<file path="config.mk">
export PLATFORM = sky130hd
export DESIGN_NAME = rdq_writer
export DESIGN_NICKNAME = d
export VERILOG_FILES = /design/src/core/rdq_fifo.v /design/src/core/rdq_writer.v
export VERILOG_INCLUDE_DIRS = /design/src /design/src/core
export SDC_FILE = /design/constraint.sdc
export NUM_CORES = 1
export LEC_CHECK = 0
export BUFFER_PORTS_ARGS = -buffer_cell sky130_fd_sc_hd__buf_2
export CAP_MARGIN = 20
export CORE_MARGIN = 3
export CORE_UTILIZATION = 56
export DETAILED_ROUTE_END_ITERATION = 8
export PLACE_DENSITY = 0.84
export SLEW_MARGIN = 15
export SYNTH_ARGS = -nofsm -noshare
export SYNTH_HDL_FRONTEND = slang
export SYNTH_HIERARCHICAL = 1
export SYNTH_SLANG_ARGS = --single-unit
</file>
<file path="constraint.sdc">
create_clock -name i_mclk -period 9.4 [get_ports i_mclk]
set_clock_uncertainty 0.15 [all_clocks]
set_input_delay 1.88 -clock i_mclk [delete_from_list [all_inputs] [get_ports i_mclk]]
set_output_delay 1.88 -clock i_mclk [all_outputs]
set_load 0.02 [all_outputs]
</file>
<file path="src/core/rdq_consts.vh">
// constants for the receive done-queue writer
`ifndef RDQ_CONSTS_VH
`define RDQ_CONSTS_VH
`define RDQ_AW            12
`define RDQ_DW            16
`define RDQ_OFF_BASE_LO   12'h730
`define RDQ_OFF_BASE_HI   12'h734
`define RDQ_OFF_END       12'h738
`define RDQ_OFF_RD_PTR    12'h73C
`define RDQ_OFF_WR_PTR    12'h740
`define RDQ_OFF_TIMER     12'h744
`define RDQ_OFF_STATUS    12'h750
`define RDQ_OFF_IRQ_EN    12'h754
`define RDQ_OFF_CTRL      12'h780
`define RDQ_RST_REG       16'h0000
`define RDQ_CTRL_MASK     16'h0730
`define RDQ_CTRL_BURST_EN 4
`define RDQ_CTRL_FLUSH    5
`define RDQ_CTRL_THR_LSB  8
`define RDQ_STAT_DONE     0
`define RDQ_STAT_ERR      1
`define RDQ_FIFO_DEPTH    8
`define RDQ_HIGH_WMARK    6
`define RDQ_PRESCALE      256
`define RDQ_TIMER_MAX     17'h10000
`endif

</file>
<file path="src/core/rdq_fifo.v">
// descriptor burst fifo with head peek and occupancy count
`timescale 1ns/100ps
module rdq_fifo #(
  parameter W     = 32,
  parameter DEPTH = 8,
  parameter AW    = 3
) (
  input  wire          i_mclk,
  input  wire          i_rst_n,
  input  wire          i_push,
  input  wire [W-1:0]  i_data,
  input  wire          i_pop,
  output wire [W-1:0]  o_head,
  output wire [AW:0]   o_count
);
  reg [W-1:0]  mem [0:DEPTH-1];
  reg [AW-1:0] wr_q;
  reg [AW-1:0] rd_q;
  reg [AW:0]   cnt_q;
  wire         do_push;
  wire         do_pop;

  // pushes into a full fifo and pops from an empty one are dropped
  assign do_push = i_push && (cnt_q != DEPTH[AW:0]);
  assign do_pop  = i_pop && (cnt_q != {(AW+1){1'b0}});
  assign o_head  = mem[rd_q];
  assign o_count = cnt_q;

  always @(posedge i_mclk)
  begin
    if (do_push)
    begin
      mem[wr_q] <= i_data;
    end
  end

  always @(posedge i_mclk or negedge i_rst_n)
  begin
    if (!i_rst_n)
    begin
      wr_q  <= {AW{1'b0}};
      rd_q  <= {AW{1'b0}};
      cnt_q <= {(AW+1){1'b0}};
    end
    else
    begin
      if (do_push)
      begin
        wr_q <= wr_q + 1'b1;
      end
      if (do_pop)
      begin
        rd_q <= rd_q + 1'b1;
      end
      if (do_push && !do_pop)
      begin
        cnt_q <= cnt_q + 1'b1;
      end
      else if (do_pop && !do_push)
      begin
        cnt_q <= cnt_q - 1'b1;
      end
    end
  end
endmodule // rdq_fifo

</file>
<file path="src/core/rdq_writer.v">
// receive done-queue writer: descriptor posting, burst fifo, pointers, flush timer
//
// The strobed register port is this design's own decision.
`timescale 1ns/100ps
`include "rdq_consts.vh"
module rdq_writer #(
  parameter DEPTH = `RDQ_FIFO_DEPTH,
  parameter HWM   = `RDQ_HIGH_WMARK
) (
  input  wire                i_mclk,
  input  wire                i_rst_n,
  input  wire [`RDQ_AW-1:0]  i_addr,
  input  wire [`RDQ_DW-1:0]  i_wdata,
  input  wire                i_wr,
  input  wire                i_rd,
  output reg  [`RDQ_DW-1:0]  o_rdata,
  input  wire                i_rx_dma_enable,
  input  wire                i_buf_valid,
  input  wire                i_buf_eof,
  input  wire [2:0]          i_buf_status,
  input  wire [2:0]          i_buf_count,
  input  wire [2:0]          i_buf_post_threshold,
  input  wire [7:0]          i_buf_channel,
  input  wire [15:0]         i_buf_desc_ptr,
  output reg                 o_buf_ready,
  output reg                 o_mem_req,
  output reg  [31:0]         o_mem_addr,
  output reg  [31:0]         o_mem_data,
  output reg                 o_mem_last,
  input  wire                i_mem_ack,
  output reg                 o_irq
);
  localparam S_IDLE = 2'b00;
  localparam S_XFER = 2'b01;
  localparam S_NEXT = 2'b10;

  reg  [15:0] base_lo_q;
  reg  [15:0] base_hi_q;
  reg  [15:0] end_q;
  reg  [15:0] rp_q;
  reg  [15:0] wp_q;
  reg  [15:0] reload_q;
  reg  [15:0] ctrl_q;
  reg  [1:0]  stat_q;
  reg  [1:0]  ien_q;
  reg  [1:0]  state_q;
  reg  [3:0]  left_q;
  reg  [7:0]  wcnt_q;
  reg  [7:0]  pre_q;
  reg  [16:0] tmr_q;
  reg         blocked_q;

  wire [31:0] head;
  wire [3:0]  fcnt;
  wire        burst_en;
  wire        flush;
  wire [2:0]  thr_code;
  wire [31:0] base;
  wire [15:0] wp_inc;
  wire [15:0] wp_adv;
  wire        q_full;
  wire [16:0] room;
  wire [16:0] to_end;
  wire        post;
  wire [31:0] desc;
  wire        push;
  wire        pop;
  wire        ack;
  wire        host_wr;
  wire [8:0]  wcnt_inc;
  wire [8:0]  stat_lim;
  wire        done_set;
  reg         err_set;
  reg         start;
  reg         drop;
  reg  [3:0]  want;
  reg  [3:0]  burst_n;
  reg  [3:0]  cnt_nx;

  assign burst_en = ctrl_q[`RDQ_CTRL_BURST_EN];
  assign flush    = ctrl_q[`RDQ_CTRL_FLUSH];
  assign thr_code = ctrl_q[`RDQ_CTRL_THR_LSB+2:`RDQ_CTRL_THR_LSB];
  assign base     = {base_hi_q, base_lo_q};
  assign host_wr  = i_wr && (i_addr == `RDQ_OFF_WR_PTR);

  // pointer is a dword index; past the end index it returns to the base
  assign wp_inc = wp_q + 16'h0001;
  assign wp_adv = (wp_inc > end_q) ? 16'h0000 : wp_inc;
  assign q_full = (wp_adv == rp_q);
  // free slots keep one entry unused; equal pointers mean an empty queue
  assign room = (rp_q > wp_q) ? ({1'b0, rp_q} - {1'b0, wp_q} - 17'h00001)
                              : ({1'b0, end_q} - {1'b0, wp_q} + {1'b0, rp_q});
  // bursts stop at the wrap so the address stays linear inside a burst
  assign to_end = {1'b0, end_q} - {1'b0, wp_q} + 17'h00001;

  assign post = i_buf_eof || ((i_buf_post_threshold != 3'b000) &&
                (i_buf_count >= i_buf_post_threshold));
  assign desc = {1'b0, i_buf_eof, i_buf_status,
                 (i_buf_post_threshold == 3'b000) ? 3'b000 : i_buf_count,
                 i_buf_channel, i_buf_desc_ptr};
  assign push = i_buf_valid && o_buf_ready && post;
  assign ack  = (state_q == S_XFER) && i_mem_ack;
  assign pop  = ack || drop;

  assign wcnt_inc = {1'b0, wcnt_q} + 9'h001;
  assign stat_lim = 9'h001 << thr_code;
  assign done_set = ack && (wcnt_inc >= stat_lim);

  rdq_fifo #(
    .W     (32),
    .DEPTH (DEPTH),
    .AW    (3)
  ) i_rdq_fifo (
    .i_mclk  (i_mclk),
    .i_rst_n (i_rst_n),
    .i_push  (push),
    .i_data  (desc),
    .i_pop   (pop),
    .o_head  (head),
    .o_count (fcnt)
  );

  always @*
  begin
    cnt_nx = fcnt;
    if (push && !pop)
    begin
      cnt_nx = fcnt + 4'h1;
    end
    else if (pop && !push)
    begin
      cnt_nx = fcnt - 4'h1;
    end
  end

  always @*
  begin
    want    = 4'h0;
    burst_n = 4'h0;
    start   = 1'b0;
    drop    = 1'b0;
    err_set = 1'b0;
    if ((state_q == S_IDLE) && i_rx_dma_enable && !host_wr && (fcnt != 4'h0))
    begin
      if (!burst_en)
      begin
        want = 4'h1;
      end
      else if ((fcnt >= HWM[3:0]) || flush || (tmr_q == 17'h00000))
      begin
        want = fcnt;
      end
      else
      begin
        want = 4'h0;
      end
      if (flush && !burst_en)
      begin
        want = 4'h1;
      end
      burst_n = want;
      if ({13'h0000, burst_n} > room)
      begin
        burst_n = room[3:0];
      end
      if ({13'h0000, burst_n} > to_end)
      begin
        burst_n = to_end[3:0];
      end
      if ((want != 4'h0) && (room == 17'h00000 || q_full))
      begin
        if (!burst_en)
        begin
          err_set = 1'b1;
          drop    = 1'b1;
        end
        else if (!blocked_q)
        begin
          err_set = 1'b1;
        end
      end
      else if (want != 4'h0)
      begin
        start = 1'b1;
      end
    end
  end

  always @(posedge i_mclk or negedge i_rst_n)
  begin
    if (!i_rst_n)
    begin
      state_q    <= S_IDLE;
      left_q     <= 4'h0;
      o_mem_req  <= 1'b0;
      o_mem_addr <= 32'h00000000;
      o_mem_data <= 32'h00000000;
      o_mem_last <= 1'b0;
      wp_q       <= `RDQ_RST_REG;
    end
    else
    begin
      case (state_q)
        S_IDLE:
        begin
          if (host_wr)
          begin
            wp_q <= i_wdata;
          end
          if (start)
          begin
            state_q    <= S_XFER;
            left_q     <= burst_n;
            o_mem_req  <= 1'b1;
            o_mem_addr <= base + {14'h0000, wp_q, 2'b00};
            o_mem_data <= head;
            o_mem_last <= (burst_n == 4'h1);
          end
        end
        S_XFER:
        begin
          if (i_mem_ack)
          begin
            wp_q      <= wp_adv;
            o_mem_req <= 1'b0;
            left_q    <= left_q - 4'h1;
            state_q   <= (left_q == 4'h1) ? S_IDLE : S_NEXT;
          end
        end
        S_NEXT:
        begin
          // one idle cycle lets the next head settle so outputs stay registered
          state_q    <= S_XFER;
          o_mem_req  <= 1'b1;
          o_mem_addr <= base + {14'h0000, wp_q, 2'b00};
          o_mem_data <= head;
          o_mem_last <= (left_q == 4'h1);
        end
        default:
        begin
          state_q   <= S_IDLE;
          o_mem_req <= 1'b0;
        end
      endcase
    end
  end

  always @(posedge i_mclk or negedge i_rst_n)
  begin
    if (!i_rst_n)
    begin
      blocked_q <= 1'b0;
    end
    else if (i_wr && (i_addr == `RDQ_OFF_RD_PTR))
    begin
      blocked_q <= 1'b0;
    end
    else if (err_set && burst_en)
    begin
      // a full queue flags once, then waits for the host to free room
      blocked_q <= 1'b1;
    end
  end

  always @(posedge i_mclk or negedge i_rst_n)
  begin
    if (!i_rst_n)
    begin
      pre_q <= 8'h00;
      tmr_q <= 17'h00000;
    end
    else
    begin
      pre_q <= pre_q + 8'h01;
      if (!burst_en || ack)
      begin
        tmr_q <= (reload_q == 16'hFFFF) ? `RDQ_TIMER_MAX : {1'b0, reload_q};
      end
      else if ((pre_q == 8'hFF) && (tmr_q != 17'h00000))
      begin
        tmr_q <= tmr_q - 17'h00001;
      end
    end
  end

  always @(posedge i_mclk or negedge i_rst_n)
  begin
    if (!i_rst_n)
    begin
      wcnt_q <= 8'h00;
    end
    else if (done_set)
    begin
      wcnt_q <= 8'h00;
    end
    else if (ack)
    begin
      wcnt_q <= wcnt_inc[7:0];
    end
  end

  always @(posedge i_mclk or negedge i_rst_n)
  begin
    if (!i_rst_n)
    begin
      base_lo_q <= `RDQ_RST_REG;
      base_hi_q <= `RDQ_RST_REG;
      end_q     <= `RDQ_RST_REG;
      rp_q      <= `RDQ_RST_REG;
      reload_q  <= `RDQ_RST_REG;
      ctrl_q    <= `RDQ_RST_REG;
      ien_q     <= 2'b00;
    end
    else if (i_wr)
    begin
      case (i_addr)
        `RDQ_OFF_BASE_LO: base_lo_q <= i_wdata;
        `RDQ_OFF_BASE_HI: base_hi_q <= i_wdata;
        `RDQ_OFF_END:     end_q     <= i_wdata;
        `RDQ_OFF_RD_PTR:  rp_q      <= i_wdata;
        `RDQ_OFF_TIMER:   reload_q  <= i_wdata;
        `RDQ_OFF_CTRL:    ctrl_q    <= i_wdata & `RDQ_CTRL_MASK;
        `RDQ_OFF_IRQ_EN:  ien_q     <= i_wdata[1:0];
        default:          ien_q     <= ien_q;
      endcase
    end
  end

  // write-one-to-clear; a new event in the same cycle keeps the bit set
  always @(posedge i_mclk or negedge i_rst_n)
  begin
    if (!i_rst_n)
    begin
      stat_q <= 2'b00;
    end
    else
    begin
      stat_q[`RDQ_STAT_DONE] <= done_set ||
        (stat_q[`RDQ_STAT_DONE] && !(i_wr && (i_addr == `RDQ_OFF_STATUS) && i_wdata[`RDQ_STAT_DONE]));
      stat_q[`RDQ_STAT_ERR] <= err_set ||
        (stat_q[`RDQ_STAT_ERR] && !(i_wr && (i_addr == `RDQ_OFF_STATUS) && i_wdata[`RDQ_STAT_ERR]));
    end
  end

  always @(posedge i_mclk or negedge i_rst_n)
  begin
    if (!i_rst_n)
    begin
      o_irq       <= 1'b0;
      o_buf_ready <= 1'b0;
      o_rdata     <= 16'h0000;
    end
    else
    begin
      o_irq       <= |(stat_q & ien_q);
      // ready is registered, so it leaves room for the push already in flight
      o_buf_ready <= i_rx_dma_enable && (cnt_nx < DEPTH[3:0] - 4'h1);
      if (i_rd)
      begin
        case (i_addr)
          `RDQ_OFF_BASE_LO: o_rdata <= base_lo_q;
          `RDQ_OFF_BASE_HI: o_rdata <= base_hi_q;
          `RDQ_OFF_END:     o_rdata <= end_q;
          `RDQ_OFF_RD_PTR:  o_rdata <= rp_q;
          `RDQ_OFF_WR_PTR:  o_rdata <= wp_q;
          `RDQ_OFF_TIMER:   o_rdata <= reload_q;
          `RDQ_OFF_CTRL:    o_rdata <= ctrl_q;
          `RDQ_OFF_STATUS:  o_rdata <= {14'h0000, stat_q};
          `RDQ_OFF_IRQ_EN:  o_rdata <= {14'h0000, ien_q};
          default:          o_rdata <= 16'h0000;
        endcase
      end
      else
      begin
        o_rdata <= 16'h0000;
      end
    end
  end
endmodule // rdq_writer

</file>
* Yosys cells after proc, flatten, opt, wreduce, memory -nomap -nowiden
Memories as Yosys holds them, arrays and structs flattened.
Cells that the tools add are included.
** Word-level totals
- Register bits after elaboration :: 239
- Bits in writable memories :: 248
- Output and inout bits :: 84
- Memories kept :: 1
** Cells by class
- $add $sub $neg :: 15
- Magnitude comparators :: 8
- Equal/unequal tests :: 20
- Shifts and indexed selects :: 1
- Mux-type cells :: 55
- Bitwise logic cells :: 1
- Reduce and logical (&&, ||, !) cells :: 68
** Memories
- i_rdq_fifo.mem :: words 8, bits a word 31, read ports 1, clocked after Yosys merged registers in 0, wr ports 1, RTL line rdq_fifo.v:16 : reg [W-1:0] mem [0:DEPTH-1];
** Operator list (count)
- 16-bit case mux with 9 select lines :: 1
- 32-bit case mux with 2 select lines :: 2
- 12-bit by 11-bit equality test with 1-bit output (second input constant) :: 9
- 17-bit two-way mux :: 4
- 16-bit two-way mux :: 4
- 32-bit two-way mux :: 2
- 4-bit two-way mux :: 14
- 4-bit by 17-bit greater-than comparator with 1-bit output :: 2
- 17-bit logical NOT :: 2
- 16-bit by 16-bit subtractor with 17-bit output :: 2
- 17-bit by 1-bit subtractor with 17-bit output (second input constant) :: 2
- 32-bit by 18-bit adder with 32-bit output :: 1
- 16-bit greater-than comparator :: 2
- 16-bit case mux with 2 select lines :: 1
- 1-bit logical AND :: 26
- 2-bit AND reduction :: 9
- 17-bit by 1-bit adder with 17-bit output (second input constant) :: 1
- 17-bit by 16-bit adder with 17-bit output :: 1
- 1-bit two-way mux :: 17
- 17-bit nonzero test :: 1
- 16-bit by 1-bit adder with 16-bit output (second input constant) :: 1
- 16-bit equality test :: 1
- 16-bit equality test (second input constant) :: 1
- 8-bit two-way mux :: 2
- other kinds (32) :: 60

* Depth between registers and ports, before layout
- Depth in word-level cells :: 17
- Depth in mapped cells :: 33

* Hierarchy
The synthesis kept the hierarchy.
** By module, submodules not included
- rdq_writer :: times used 1, cells each 1669, area each 15992.8 µm²
- rdq_fifo :: times used 1, cells each 432, area each 10276.1 µm²

* Worst setup path after synthesis
No wires, ideal clock.
- Kind :: reg2reg
- Start point :: reg wp_q[2]
- End point :: reg left_q[0]
- Library setup time :: 128 ps
- Arrival time :: 6094 ps
- Required time :: 9122 ps
- Path slack :: 3028 ps
- Stages on the path, launching flop included :: 32
- Period minus slack after synthesis :: 6372 ps
- Cells stage by stage :: dfrtp_1 -> buf_2 -> inv_1 -> ha_1 -> nor2b_1 -> o31a_1 -> o21bai_1 -> nand2_1 -> xnor2_1 -> inv_1 -> ha_1 -> a21o_1 -> a31o_2 -> a22o_1 -> a311o_1 -> xor2_1 -> nor3_1 -> a22o_1 -> nand4b_1 -> mux2i_1 -> ha_1 -> nor2b_1 -> o21ai_0 -> nand2b_1 -> a21oi_1 -> a41oi_1 -> o21a_1 -> o221ai_1 -> a211oi_4 -> mux2i_1 -> o22ai_1 -> mux2_1
** Between the ends
- Longest elaborated chain between the ends :: 11
** RTL lines
- start, declared :: RTL line rdq_writer.v:41 : reg [15:0] wp_q;
- start signal, assigned :: RTL line rdq_writer.v:199 : wp_q <= `RDQ_RST_REG;
- start signal, assigned :: RTL line rdq_writer.v:208 : wp_q <= i_wdata;
- start signal, assigned :: RTL line rdq_writer.v:224 : wp_q <= wp_adv;
- 16-bit by 16-bit subtractor with 17-bit output, on equally long branches :: RTL line rdq_writer.v:92, rdq_writer.v:94, rdq_writer.v:91
- 17-bit by 16-bit adder with 17-bit output / 17-bit by 1-bit subtractor with 17-bit output (equally long branches) :: RTL line rdq_writer.v:92, rdq_writer.v:91
- 17-bit two-way mux :: RTL line rdq_writer.v:91 : assign room = (rp_q > wp_q) ? ({1'b0, rp_q} - {1'b0, wp_q} - 17'h00001)
- 4-bit by 17-bit greater-than comparator with 1-bit output :: RTL line rdq_writer.v:162 : if ({13'h0000, burst_n} > room)
- 4-bit two-way mux :: RTL line rdq_writer.v:162
- 4-bit two-way mux :: RTL line rdq_writer.v:143 : if ((state_q == S_IDLE) && i_rx_dma_enable && !host_wr && (fcnt != 4'h0))
- 4-bit by 17-bit greater-than comparator with 1-bit output :: RTL line rdq_writer.v:166 : if ({13'h0000, burst_n} > to_end)
- 4-bit two-way mux :: RTL line rdq_writer.v:166
- 4-bit two-way mux :: RTL line rdq_writer.v:143
- 4-bit two-way mux :: RTL line rdq_writer.v:210 : if (start)
- 4-bit case mux with 2 select lines :: RTL line rdq_writer.v:203 : case (state_q)
- end signal, assigned :: RTL line rdq_writer.v:213 : left_q <= burst_n;
- end signal, assigned :: RTL line rdq_writer.v:226 : left_q <= left_q - 4'h1;
- end, declared :: RTL line rdq_writer.v:47 : reg [3:0] left_q;
Several ways; a longest one is shown, not always the timed one. The select of a mux whose other input is x is not followed.
A chain may end at the register's enable or synchronous reset.

* Worst setup path after layout
Same ends and word-level chain as after synthesis.

==> reports/summary.txt <==
Placed Instance Area -> 27700 sq um
CTS tree -> built
part of the Yosys area used for sequential elements -> 0.5203
arithmetic-cell share of the synthesized area counting full adders, half adders and majority gates -> 0.05859
max-slew violations -> 0
core region area -> 45870 sq um
final setup TNS -> 0 ps
required time of the critical path -> 9700 ps
Final Cycle Share -> 0.7817
fraction of layout cells with a size suffix above 1 -> 0.2254
global placement routability congestion -> 1.009
slack of the critical path -> 2052 ps
HP Class -> flop to flop
chip height -> 222.6 microns
Hold Vio Cnt, Final -> 0
post-route non-filler standard cell count -> 2907
initial antenna violation count -> 7
Critical Path Most Common Cell -> sky130_fd_sc_hd__ha_1
number of buffers added by the clock tree synthesis step -> 49
normalized max-slew margin -> 0.3077
portion of synthesized cell area occupied by the leading cell type -> 0.2926
CTS root buf -> sky130_fd_sc_hd__clkbuf_16
flops & latches, synth -> 495
crit path kind -> flop to flop
area growth from synthesis to final layout -> 12.06%
cells resized by post-CTS repair -> 0
worst setup slack after placement -> 2199 ps
ANT nets after route -> 0
# DRC -> 0
residual overflow from global routing -> 0
number of vias per cell after detailed routing -> 6.590
count of boundary I/O pins -> 153
horizontal extent of the die -> 222.6 microns
RSZ-0062 raised after global routing -> false
area of the mapped netlist -> 26270 sq um
arrival time of data at the critical path endpoint -> 7650 ps
maximum number of pins on one net before global-route repair -> 107
Mapped Cells -> 2101
yosys synthesis warning count -> 6
starting density of the core -> 0.5727
Clock Pin Slew Worst Setup and Hold Paths -> 60 ps
maxcap violations -> 0
number of distinct library cells after synthesis -> 110
Final min period -> 7348 ps
primary flip-flop cell chosen by synthesis mapping -> sky130_fd_sc_hd__edfxtp_1
number of nets at the end of the flow -> 2453
Post-Route WL -> 72040 microns
Synth Area in XOR/XNOR -> 0.03739
number of buffers on the longest clock path -> 3
library cell occupying the most area in the post-synthesis netlist -> sky130_fd_sc_hd__edfxtp_1
count of vias placed by the detailed router -> 19.16k
worst-path maximum fanout -> 9
dominant combinational cell family by area after synthesis -> multiplexers
Placed Instances -> 2812
estimated wirelength of the detail-placed design -> 48880 microns
number of global-route vias before repair -> 19.50k
number of buffers inserted by port buffering -> 152
global-route wire length before repair -> 112000 microns
level count of the clock H-tree -> 2
share of synthesized registers carrying an async set or reset -> 0.4828
final-layout worst hold slack -> 328.0 ps
Critical Path Max Stage Delay -> 610 ps
post-layout instance area -> 29440 sq um
most common library cells after synthesis -> sky130_fd_sc_hd__edfxtp_1 (256), sky130_fd_sc_hd__dfrtp_1 (239), sky130_fd_sc_hd__mux2_2 (147)
Worst-Skew Late Latency -> 590 ps
average routed wire per standard cell -> 24.78 microns
clock sink count -> 495
GR Util All Layers -> 0.2876
complex-gate fraction of the synthesized area -> 0.1189
setup-violating endpoint count in the final report -> 0
share of synthesized area spent on multiplexers -> 0.1310
P per Cell Area -> 276.1 nW/um^2
total die area -> 49540 sq um
biggest area contributors in the synthesized netlist -> sky130_fd_sc_hd__edfxtp_1 (29%), sky130_fd_sc_hd__dfrtp_1 (23%), sky130_fd_sc_hd__mux2_2 (6.3%)
most used standard cell by instance count after synthesis -> sky130_fd_sc_hd__edfxtp_1
Final Util -> 0.6418
Post-CTS Setup Repair Bufs -> 0
Detailed Route Iter0 Violations -> 2392
outcome -> complete, no violations
worst-path cell with the longest stage delay -> sky130_fd_sc_hd__dfrtp_1
startpoint types -> flop
highest clock rate -> 136.1 MHz
Synth Area in Simple Gates -> 0.1050
Filler Cells Inserted -> 3253
mean instance size in the synthesized netlist -> 12.50 sq um
hold buffer count at cts -> 0
IR Drop Worst-Case VDD -> 0.2121 mV
placement row count -> 78
sort of element at the end of the critical path -> flop
reported leakage power -> 11.94 nW
drt pass-1 iters -> 7
Tot Pwr -> 8.128 mW
worst slew pin tran -> 1012 ps
number of enable-type register cells in the synthesized netlist -> 256
-- cells in the final DEF (no fill, tap or decap), drive strengths merged, types with 17 or more instances in the layout --
master	synthesis	final
edfxtp	256	256
dfrtp	239	239
buf	24	178
mux2	163	163
nand2	146	146
ha	115	115
nor2	113	113
inv	98	99
o21ai	99	99
xnor2	79	79
a21oi	78	78
clkbuf	49	71
mux4	64	64
nor3	49	49
a21o	35	35
nand3	35	35
xor2	28	28
a22oi	26	26
nand4	24	24
nor2b	20	20
and3	19	19
o22ai	18	18
nor4	18	18
o21a	17	17
a22o	17	17
a211oi	17	17
-- sequential cells by signal, indices dropped and copies added, names as in the netlist, 2 cells and up --
register / count
end_q: 16
ien_q: 2
left_q: 4
o_mem_data: 32
base_hi_q: 16
wp_q: 16
i_rdq_fifo/rd_q: 3
state_q: 2
stat_q: 2
i_rdq_fifo/o_count: 4
tmr_q: 17
reload_q: 16
wcnt_q: 8
o_mem_addr: 32
rp_q: 16
pre_q: 8
i_rdq_fifo/wr_q: 3
o_rdata: 16
i_rdq_fifo/mem: 256
ctrl_q: 5
base_lo_q: 16
-- critical path, delay by kind of cell, from the launching register on --
kind | cells | cell delay (ps)
buffers and inverters | 2 | 320
adders and majority gates | 3 | 1060
xor gates and xnor gates | 2 | 450
muxes | 3 | 780
and+or+nand+nor | 6 | 990
AOI/OAI and AO/OA | 14 | 2860
DFF | 1 | 610
-- cell families (layout without fill, tap and decap cells) --
family / after synthesis / count (layout)
AO/OA/AOI/OAI: 440 / 440
other: 1 / 12
buffers and inverters: 171 / 366
multiplexers: 240 / 240
adder cells (fa/ha/maj): 120 / 120
XOR/XNOR: 109 / 109
flip-flops: 495 / 495
AND/OR/NAND/NOR: 525 / 525
-- path summary, 6_finish.rpt --
check                         start            end  slack (ps)  depth (start not counted)
max in group asynchronous   i_rst_n       tmr_q[2]        6260                          2
setup / recovery            wp_q[2]      left_q[0]        2050                         30
setup reg to reg            wp_q[2]      left_q[0]        2050                         30
min in group asynchronous   i_rst_n  o_mem_data[7]        1230                          1
hold / removal             pre_q[0]       pre_q[0]         330                          1
hold reg to reg            pre_q[0]       pre_q[0]         330                          1
-- report_power, final --
| part | total [mW] | internal, mW | switching, mW |
|---|---|---|---|
| Clock | 2.07 | 1.24 | 0.826 |
| Sequential | 2.85 | 2.56 | 0.290 |
| Combinational | 3.21 | 1.34 | 1.87 |
-- routing by layer --
layer	vias to the layer above	part of all wire	wire length (microns)	track usage
met5	-	0.00057	41	0
met3	213	0.088	6372	0.05470
met4	6	0.040	2856	0.1132
met1	9553	0.39	27980	0.3818
li1	8324	-	-	-
met2	1062	0.48	34800	0.4719
-- area by class of cell --
class                           count  area [sq um]  area share
Multi-Input combinational cell   1442         11950      0.4059
Clock inverter                     19         292.8    0.009946
Clock buffer                       71          1420     0.04824
Inverter                           98         367.9     0.01250
Sequential cell                   495         13670      0.4645
Antenna cell                        4         10.01   0.0003400
Timing Repair Buffer              178         973.4     0.03307
Tap cell                          600         750.7     0.02550
No activity file was read; power rests on OpenSTA's default activity.
